--- src/shared/crb_pkg.sv ---
/*
  Constants for the receive-slot lock and engine clock-select block.
  Assumes a 32-bit AHB-Lite register bus and 16 receive slots by default.
*/
package crb_pkg;
  // ****************************************
  // Register byte offsets
  // ****************************************
  localparam logic [11:0] OFS_MODULE_CFG  = 12'h000;
  localparam logic [11:0] OFS_CTRL        = 12'h004;
  localparam logic [11:0] OFS_TIMER       = 12'h008;
  localparam logic [11:0] OFS_DONE_FLAGS  = 12'h00c;
  localparam logic [11:0] OFS_IRQ_MASK    = 12'h010;
  localparam logic [11:0] OFS_LOCK_STAT   = 12'h014;
  localparam logic [11:0] OFS_SLOT_BASE   = 12'h100;
  localparam int          SLOT_STRIDE_LG2 = 3;

  // ****************************************
  // Field positions and codes
  // ****************************************
  localparam int          HALT_BIT       = 0;
  localparam int          CLK_SEL_BIT    = 0;
  localparam int          CLK_APPLIED_BIT = 1;
  localparam int          CODE_LSB       = 24;
  localparam logic [3:0]  CODE_INACTIVE  = 4'h0;
  localparam logic [3:0]  CODE_RX_EMPTY  = 4'h4;
  localparam logic [3:0]  CODE_RX_FULL   = 4'h2;
  localparam int          LOCK_VALID_BIT = 8;
  localparam int          TB0_BUSY_BIT   = 9;
  localparam int          TB1_BUSY_BIT   = 10;

  // ****************************************
  // Reset values and widths
  // ****************************************
  localparam logic        CLK_SEL_RST    = 1'b0;
  localparam logic        HALT_RST       = 1'b0;
  localparam int          TS_W           = 16;
  localparam int          DATA_W         = 32;
  localparam logic [1:0]  HTRANS_NONSEQ  = 2'b10;
endpackage : crb_pkg

--- src/hdl/crb_rx_lock.sv ---
/*
  Receive-slot locking, two temporary serial receive buffers, timestamping,
  done flags with interrupt, and engine clock selection under halt.
  Assumes frame events arrive synchronous to hclk from the protocol engine
  and osc_tick is a one-cycle pulse per oscillator clock period.
*/
// Notes on behaviour
// RULE1: Reading a slot's control/status word locks that slot against overwrite.
// RULE2: A frame for a locked slot is held pending in a temporary receive buffer.
// RULE3: A frame for a different slot while the first buffer is busy goes to the second; here only if that slot is locked or pending, else stored directly.
// RULE4: On unlock the slot gets the timestamp captured when its pending frame arrived.
// RULE5: Software should not lock a slot before its done flag is set.
// RULE6: Software should finish lock and unlock before end_of_frame_bit_six of the next frame.
// RULE7: Engine clock select resets to the oscillator clock; one selects the system clock.
// RULE8: Software should change the engine clock only while halted.
// RULE9: The halt write and the clock-select write take effect in different oscillator periods.
// RULE10: Software should not deactivate a slot near end_of_frame_bit_six after another unlock.
// RULE11: Software should deactivate a slot only when frozen or after the stated wait.
// RULE12: Software should leave an initialised slot's control/status word unwritten.
// RULE13: A slot's done flag is set at end_of_frame_bit_six of the frame stored into it.
// RULE14: Reading the free-running timer releases any locked slot.
// RULE15: Unlocking a slot with a pending frame moves it in and sets the done flag.
`timescale 1ns/1ps
module crb_rx_lock #(
  parameter int NSLOT = 16,
  parameter int SW    = 4
) (
  // Clock and reset
  input  wire logic                      hclk,
  input  wire logic                      hresetn,
  // AHB-Lite slave
  input  wire logic                      hsel,
  input  wire logic [11:0]               haddr,
  input  wire logic [1:0]                htrans,
  input  wire logic                      hwrite,
  input  wire logic [2:0]                hsize,
  input  wire logic                      hready,
  input  wire logic [31:0]               hwdata,
  output logic      [31:0]               hrdata,
  output logic                           hreadyout,
  output logic                           hresp,
  // Frame events from the protocol engine
  input  wire logic                      frm_start,
  input  wire logic                      frm_end_of_frame_bit_six,
  input  wire logic                      frm_match,
  input  wire logic [SW-1:0]             frm_slot,
  input  wire logic [crb_pkg::DATA_W-1:0] frm_data,
  // Oscillator period marker
  input  wire logic                      osc_tick,
  // Engine control and interrupt
  output logic                           engine_halt,
  output logic                           engine_clock_select,
  output logic                           frm_lost,
  output logic                           irq
);
  import crb_pkg::*;

  localparam int MW = TS_W + DATA_W;

  // ****************************************
  // Bus address and data phase
  // ****************************************
  logic             acc;
  logic             dp_valid_reg;
  logic             dp_write_reg;
  logic [11:0]      dp_addr_reg;
  logic [NSLOT-1:0] done_reg;
  logic [NSLOT-1:0] mask_reg;
  logic [NSLOT-1:0] active_reg;
  logic             halt_reg;
  logic             clk_req_reg;
  logic             clk_sel_reg;
  logic             halt_seen_reg;
  logic             lock_valid_reg;
  logic [SW-1:0]    lock_slot_reg;
  logic [TS_W-1:0]  timer_reg;
  logic [TS_W-1:0]  ts_cap_reg;
  logic             tb_valid_reg [2];
  logic [SW-1:0]    tb_slot_reg  [2];
  logic [MW-1:0]    tb_word_reg  [2];
  logic [MW-1:0]    mem_rdata;

  function automatic logic is_slot(input logic [11:0] a);
    return (a >= OFS_SLOT_BASE) && (a < OFS_SLOT_BASE + 12'(NSLOT << SLOT_STRIDE_LG2));
  endfunction : is_slot

  function automatic logic [SW-1:0] slot_of(input logic [11:0] a);
    logic [11:0] off;
    off = a - OFS_SLOT_BASE;
    return off[SLOT_STRIDE_LG2 +: SW];
  endfunction : slot_of

  function automatic logic is_cs(input logic [11:0] a);
    return is_slot(a) && (a[2] == 1'b0);
  endfunction : is_cs

  assign acc       = hsel && htrans[1] && hready;
  assign hreadyout = 1'b1;
  assign hresp     = 1'b0;

  always_ff @(posedge hclk or negedge hresetn) begin
    if (!hresetn) begin
      dp_valid_reg <= 1'b0;
      dp_write_reg <= 1'b0;
      dp_addr_reg  <= 12'h000;
    end else begin
      dp_valid_reg <= acc;
      dp_write_reg <= hwrite;
      dp_addr_reg  <= haddr;
    end
  end

  logic wr_dp;
  logic rd_ap;
  assign wr_dp = dp_valid_reg && dp_write_reg;
  assign rd_ap = acc && !hwrite;

  // ****************************************
  // Control registers
  // ****************************************
  always_ff @(posedge hclk or negedge hresetn) begin
    if (!hresetn) begin
      halt_reg    <= HALT_RST;
      clk_req_reg <= CLK_SEL_RST; // RULE7
      mask_reg    <= '0;
    end else if (wr_dp) begin
      if (dp_addr_reg == OFS_MODULE_CFG) begin
        halt_reg <= hwdata[HALT_BIT];
      end
      if (dp_addr_reg == OFS_CTRL) begin
        clk_req_reg <= hwdata[CLK_SEL_BIT];
      end
      if (dp_addr_reg == OFS_IRQ_MASK) begin
        mask_reg <= hwdata[NSLOT-1:0];
      end
    end
  end

  // ****************************************
  // Engine clock select
  // ****************************************
  // Halt must have been seen on an earlier oscillator period before the
  // select may move, so the two writes never act in the same period.
  always_ff @(posedge hclk or negedge hresetn) begin
    if (!hresetn) begin
      halt_seen_reg <= 1'b0;
      clk_sel_reg   <= CLK_SEL_RST; // RULE7
    end else begin
      if (!halt_reg) begin
        halt_seen_reg <= 1'b0;
      end else if (osc_tick) begin
        halt_seen_reg <= 1'b1; // RULE9
      end
      if (osc_tick && halt_seen_reg && halt_reg) begin
        clk_sel_reg <= clk_req_reg; // RULE9 RULE8
      end
    end
  end

  assign engine_halt         = halt_reg;
  assign engine_clock_select = clk_sel_reg;

  // ****************************************
  // Timer and lock
  // ****************************************
  always_ff @(posedge hclk or negedge hresetn) begin
    if (!hresetn) begin
      timer_reg  <= '0;
      ts_cap_reg <= '0;
    end else begin
      timer_reg <= timer_reg + 1'b1;
      if (frm_start) begin
        ts_cap_reg <= timer_reg; // RULE4
      end
    end
  end

  always_ff @(posedge hclk or negedge hresetn) begin
    if (!hresetn) begin
      lock_valid_reg <= 1'b0;
      lock_slot_reg  <= '0;
    end else if (rd_ap && is_cs(haddr)) begin
      lock_valid_reg <= 1'b1; // RULE1
      lock_slot_reg  <= slot_of(haddr);
    end else if (rd_ap && haddr == OFS_TIMER) begin
      lock_valid_reg <= 1'b0; // RULE14
    end
  end

  function automatic logic locked(input logic [SW-1:0] s);
    return lock_valid_reg && (lock_slot_reg == s);
  endfunction : locked

  // ****************************************
  // Frame routing and temporary buffers
  // ****************************************
  logic          frm_ok;
  logic          hit0;
  logic          hit1;
  logic          to_tb;
  logic          direct;
  logic          mv0;
  logic          mv1;
  logic          mem_we;
  logic [SW-1:0] mem_wa;
  logic [MW-1:0] mem_wd;
  logic [MW-1:0] frm_word;

  assign frm_ok   = frm_end_of_frame_bit_six && frm_match && active_reg[frm_slot];
  assign frm_word = {ts_cap_reg, frm_data};
  assign hit0     = tb_valid_reg[0] && (tb_slot_reg[0] == frm_slot);
  assign hit1     = tb_valid_reg[1] && (tb_slot_reg[1] == frm_slot);
  // Process form, so a lock change read inside locked() wakes it
  always_comb begin
    // A slot with an older pending frame also queues, so order is kept
    to_tb    = frm_ok && (locked(frm_slot) || hit0 || hit1);
    direct   = frm_ok && !to_tb;
    // Moves wait while the engine stores directly, one write port only
    mv0      = !direct && tb_valid_reg[0] && !locked(tb_slot_reg[0]);
    mv1      = !direct && !mv0 && tb_valid_reg[1] && !locked(tb_slot_reg[1]);
    frm_lost = to_tb && !hit0 && !hit1 && tb_valid_reg[0] && tb_valid_reg[1];
  end

  always_comb begin
    mem_we = direct || mv0 || mv1;
    mem_wa = frm_slot;
    mem_wd = frm_word;
    if (mv0) begin
      mem_wa = tb_slot_reg[0]; // RULE15
      mem_wd = tb_word_reg[0]; // RULE4
    end else if (mv1) begin
      mem_wa = tb_slot_reg[1]; // RULE15
      mem_wd = tb_word_reg[1];
    end
  end

  always_ff @(posedge hclk or negedge hresetn) begin
    if (!hresetn) begin
      tb_valid_reg[0] <= 1'b0;
      tb_valid_reg[1] <= 1'b0;
      tb_slot_reg[0]  <= '0;
      tb_slot_reg[1]  <= '0;
      tb_word_reg[0]  <= '0;
      tb_word_reg[1]  <= '0;
    end else begin
      if (mv0) begin
        tb_valid_reg[0] <= 1'b0;
      end
      if (mv1) begin
        tb_valid_reg[1] <= 1'b0;
      end
      if (to_tb && (hit0 || !tb_valid_reg[0]) && !hit1) begin
        tb_valid_reg[0] <= 1'b1; // RULE2
        tb_slot_reg[0]  <= frm_slot;
        tb_word_reg[0]  <= frm_word;
      end else if (to_tb && (hit1 || !tb_valid_reg[1])) begin
        tb_valid_reg[1] <= 1'b1; // RULE3
        tb_slot_reg[1]  <= frm_slot;
        tb_word_reg[1]  <= frm_word;
      end
    end
  end

  crb_slot_mem #(
    .WIDTH (MW),
    .DEPTH (NSLOT),
    .AW    (SW)
  ) u_mem (
    .hclk    (hclk),
    .wr_en   (mem_we),
    .wr_addr (mem_wa),
    .wr_data (mem_wd),
    .rd_addr (slot_of(haddr)),
    .rd_data (mem_rdata)
  );

  // ****************************************
  // Slot state, done flags, interrupt
  // ****************************************
  logic [NSLOT-1:0] set_done;
  logic [NSLOT-1:0] clr_done;
  logic [NSLOT-1:0] cs_wr;

  always_comb begin
    set_done = '0;
    clr_done = '0;
    cs_wr    = '0;
    if (mem_we) begin
      set_done[mem_wa] = 1'b1; // RULE13 RULE15
    end
    if (wr_dp && dp_addr_reg == OFS_DONE_FLAGS) begin
      clr_done = hwdata[NSLOT-1:0];
    end
    if (wr_dp && is_cs(dp_addr_reg)) begin
      cs_wr[slot_of(dp_addr_reg)] = 1'b1;
    end
  end

  always_ff @(posedge hclk or negedge hresetn) begin
    if (!hresetn) begin
      done_reg   <= '0;
      active_reg <= '0;
    end else begin
      // Set wins over a write-one clear in the same cycle
      done_reg <= (done_reg & ~clr_done) | set_done;
      for (int i = 0; i < NSLOT; i++) begin
        if (cs_wr[i]) begin
          active_reg[i] <= hwdata[CODE_LSB +: 4] != CODE_INACTIVE;
        end
      end
    end
  end

  assign irq = |(done_reg & mask_reg);

  // ****************************************
  // Read data
  // ****************************************
  logic [SW-1:0] rs;
  logic [3:0]    code;
  assign rs   = slot_of(dp_addr_reg);
  assign code = !active_reg[rs] ? CODE_INACTIVE : (done_reg[rs] ? CODE_RX_FULL : CODE_RX_EMPTY);

  always_comb begin
    hrdata = 32'h0000_0000;
    if (dp_valid_reg && !dp_write_reg) begin
      if (is_slot(dp_addr_reg)) begin
        if (dp_addr_reg[2] == 1'b0) begin
          hrdata[CODE_LSB +: 4] = code;
          hrdata[TS_W-1:0]      = mem_rdata[MW-1 -: TS_W];
        end else begin
          hrdata = mem_rdata[DATA_W-1:0];
        end
      end else begin
        case (dp_addr_reg)
          OFS_MODULE_CFG: hrdata[HALT_BIT] = halt_reg;
          OFS_CTRL: begin
            hrdata[CLK_SEL_BIT]     = clk_req_reg;
            hrdata[CLK_APPLIED_BIT] = clk_sel_reg;
          end
          OFS_TIMER:      hrdata[TS_W-1:0] = timer_reg;
          OFS_DONE_FLAGS: hrdata[NSLOT-1:0] = done_reg;
          OFS_IRQ_MASK:   hrdata[NSLOT-1:0] = mask_reg;
          OFS_LOCK_STAT: begin
            hrdata[SW-1:0]         = lock_slot_reg;
            hrdata[LOCK_VALID_BIT] = lock_valid_reg;
            hrdata[TB0_BUSY_BIT]   = tb_valid_reg[0];
            hrdata[TB1_BUSY_BIT]   = tb_valid_reg[1];
          end
          default: hrdata = 32'h0000_0000;
        endcase
      end
    end
  end

  logic unused_ok;
  assign unused_ok = &{1'b0, hsize};
endmodule : crb_rx_lock

--- src/hdl/crb_slot_mem.sv ---
/*
  Slot storage: one word of timestamp plus payload per receive slot.
  Assumes a single clock; read data is registered, one write port.
*/
`timescale 1ns/1ps
module crb_slot_mem #(
  parameter int WIDTH = 48,
  parameter int DEPTH = 16,
  parameter int AW    = 4
) (
  // Clock
  input  wire logic             hclk,
  // Write port
  input  wire logic             wr_en,
  input  wire logic [AW-1:0]    wr_addr,
  input  wire logic [WIDTH-1:0] wr_data,
  // Read port
  input  wire logic [AW-1:0]    rd_addr,
  output logic      [WIDTH-1:0] rd_data
);
  logic [WIDTH-1:0] mem [DEPTH];

  always_ff @(posedge hclk) begin
    if (wr_en) begin
      mem[wr_addr] <= wr_data;
    end
  end

  // No reset on the array; read data is undefined until a slot is written
  always_ff @(posedge hclk) begin
    rd_data <= mem[rd_addr];
  end
endmodule : crb_slot_mem

--- config.mk ---
export PLATFORM = sky130hd
export DESIGN_NAME = crb_rx_lock
export DESIGN_NICKNAME = d
export VERILOG_FILES = /design/src/shared/crb_pkg.sv /design/src/hdl/crb_rx_lock.sv /design/src/hdl/crb_slot_mem.sv
export SDC_FILE = /design/constraint.sdc
export NUM_CORES = 1
export LEC_CHECK = 0
export ABC_AREA = 1
export BUFFER_PORTS_ARGS = -buffer_cell sky130_fd_sc_hd__buf_2
export CORE_MARGIN = 2
export CORE_UTILIZATION = 60
export CTS_CLUSTER_DIAMETER = 40
export CTS_CLUSTER_SIZE = 25
export DETAILED_ROUTE_END_ITERATION = 10
export MAX_ROUTING_LAYER = met4
export PLACE_DENSITY = 0.81
export SLEW_MARGIN = 25
export SYNTH_ARGS = -nofsm -noshare
export SYNTH_HDL_FRONTEND = slang
export SYNTH_SLANG_ARGS = --single-unit
export TNS_END_PERCENT = 30
--- constraint.sdc ---
create_clock -name hclk -period 4.74 [get_ports hclk]
set_input_delay 0.474 -clock hclk [delete_from_list [all_inputs] [get_ports hclk]]
set_output_delay 0.474 -clock hclk [all_outputs]
set_load 0.02 [all_outputs]
==> reports/qor.yml <==
critical_path:
  endpoint: "hrdata[12]"
  r2r_end: "u_mem.mem[11][37]"
  start_kind: "flop"
  crit_path_end_kind: "output port"
  critical_path_class: "flop to output port"
  rr_worst_depth: 13
  crit_required_ps: 4270
  arrival_ps: 3440
  crit_fanout: 20
  critPathLaunch: "dp_addr_reg[2]"
  r2r_setup_slack_ps: 940
  r2r-start: "lock_slot_reg[0]"
run:
  drv_cap: 0
cts:
  post_cts_buffers: 0
  htreeDepth: 3
  clock_path_buffers: 3
  cts_tree: "yes"
  clkLatencyLatePin_ps: 700
  clk_pin_slew_ps: 60
  cts.sinks: 1025
  cts_root_buf: "clkbuf_16"
  cts_buffers: 109
placed_design:
  place_ws_ps: 804
  dp_hpwl_um: 59700
  gp_congestion: 0.959
  numPortBuffers: 113
  placed_cell_area_um2: 43200
floorplan:
  io_pins: 132
  initial_core_util_pct: 60.4
  coreArea_um2: 68500
  row_count: 96
  die_y_um: 267
  die_w_um: 267
  die_area_um2: 71000
synth:
  synth_top_area_cell: "edfxtp_1"
  yosysWarningCount: 0
  synth_top_area_share_pct: 55.8
  yosys_most_used_dff: "edfxtp_1"
  async_reset_ff_share_pct: 20.4
  syn_area_um2: 41400
  synth-seq-cells: 1025
  synth.distinct_cells: 51
  synth_fp_nets: 3634
  synth_edf_count: 768
  syn_inst: 3539
  yosysSeqAreaShare_pct: 70.7
  synth_area_per_cell_um2: 11.7
  synthTopCellsByArea: "edfxtp_1, dfrtp_1, nand2_1"
status:
  status: "completed"
finish:
  final_cell_area_um2: 47300
  drive_above_1_share_pct: 12.7
  area_growth_pct: 14.4
  final_cell_mix: "edfxtp_1, nand2_1, o21ai_0, nand3_1, nor2_1"
  mostFrequentLayoutCell: "edfxtp_1"
  nets: 3733
  largest_register_ffs: 768
  n_fill_cell: 4465
global_route:
  grt_antenna_before_repair: 3
  overflow: 0
  grt.total_usage_pct: 32.2
  grt_pass1_vias: 28400
  grt_first_pass_wirelength_um: 167000
  grt_max_degree: 147
sta:
  setup_viol: 0
  skew_ps: 34.9
  period_share_pct: 82.5
  max_freq_mhz: 256
  rsz0062_at_grt: "no"
  slew_violations: 0
  slew_headroom_pct: 33.8
  tightest_slew_ps: 990
  fin_crit_ps: 3910
  setup_tns_ps: 0
  finalHoldViolCount: 0
  setup_slack_ps: 831
min_path:
  hold_path_class: "input pin to flop"
detailed_routing:
  drt_iter0_drc: 4395
  dr.pass1.iters: 7
  via_count: 29700
  detail-route-antenna-nets: 0
  drc: 0
  wl_per_cell_um: 24.3
  routed_wl_um: 112000
  vias_per_cell: 6.43
pwr:
  switching_power_w: 0.00529
  p_leak_nw: 17.5
  powerDensity_nw_per_um2: 442
  p_clk_share_pct: 43.0
  power_frac_comb_pct: 7.8
  p_sw_share_pct: 25.3
  ir_drop_mv: 0.296
  p_int_w: 0.0156
  seq_power_share_pct: 49.2
## power groups by stage
stage	clock network (W)	logic (W)	registers [W]
final	0.00899	0.00163	0.0103
after CTS	0.00902	0.00159	0.0103
after detailed placement	0	0.00156	0.0105
after floorplan	0	0.000933	0.0104
after global routing	0.00938	0.00175	0.0103
after global placement	0	0.00153	0.0105
## critical path, cell delays in order (launching register included)
cell     delay (ps)
dfrtp_1         550
buf_4           370
inv_2           280
nor4_1          390
nand2_1         220
o22ai_1         330
a31oi_1         100
a21oi_1         280
buf_2           230
## per-layer routing
| layer | routed length, um | track usage [%] | vias up |
|---|---|---|---|
| met1 | 41300 | 42.0 | 14400 |
| li1 | - | - | 13000 |
| met5 | 0 | - | - |
| met2 | 53400 | 49.7 | 1983 |
| met4 | 5240 | 14.6 | 0 |
| met3 | 12100 | 5.84 | 342 |
## cell type report
cell class,count,area (um^2),area share (%)
Inverter,196,758,1.60
Antenna cell,1,2.50,0.00529
Timing Repair Buffer,212,1610,3.40
Sequential cell,1025,29300,61.8
Clock buffer,120,2900,6.14
Tap cell,882,1100,2.33
Multi-Input combinational cell,2094,10700,22.6
Clock inverter,87,1020,2.16
## repair_timing
action,4_1_cts,5_1_grt
resized for setup,0,0
hold endpoints to repair,126,0
hold buffers,11,0
## worst min-delay path by stage
| stage | slack (ps) | endpoint | start | cells past startpoint |
|---|---|---|---|---|
| finish | 40 | dp_valid_reg | hready | 3 |
| global route | 30 | dp_valid_reg | hready | 3 |
| CTS | 20 | dp_valid_reg | hready | 3 |
| detailed placement | 470 | tb_word_reg[63] | tb_word_reg[63] | 2 |
| global placement | 470 | tb_word_reg[81] | tb_word_reg[81] | 2 |
| floorplan | 180 | active_reg[0] | hresetn | 0 |
## per-stage QoR
stage | cells | power [W] | util [%] | hold slack (ps)
2_1_floorplan | 3539 | 0.0113 | - | 178
6_report | 4617 | 0.0209 | 69.1 | 39.6
3_3_place_gp | 4397 | 0.0120 | 63.0 | 466
3_5_place_dp | 4397 | 0.0120 | 63.1 | 474
4_1_cts | 4615 | 0.0209 | 69.0 | 15.6
5_1_grt | 4617 | 0.0214 | 69.1 | 29.4
## Yosys cell counts, types with 8 or more instances
master and n:
buf_2 16, xor2_1 15, nor2_1 303, buf_1 24, o21ai_1 22, nand3_1 317, o21bai_1 8, a221oi_1 9
dfxtp_1 48, nand2_1 673, o2111ai_1 167, edfxtp_1 768, a31oi_1 50, buf_4 12, dfrtp_1 209, o21ai_0 364
o22ai_1 25, clkbuf_1 168, nand4_1 12, nor3_1 17, inv_1 187, o211ai_1 50
## cell families (layout without fill, tap and decap cells)
kind of cell / after synthesis / in the layout / share of synthesized area, %
simple gates: 1346 / 1346 / 13.5
flops: 1025 / 1025 / 70.7
compound gates: 724 / 724 / 11.2
buf+inv: 420 / 615 / 4.04
xor+xnor: 17 / 17 / 0.360
mux: 4 / 4 / 0.0968
other cells: 2 / 3 / 0.0182
fa+ha+maj: 1 / 1 / 0.0302
Note: power is estimated with default switching activity, not from simulation.
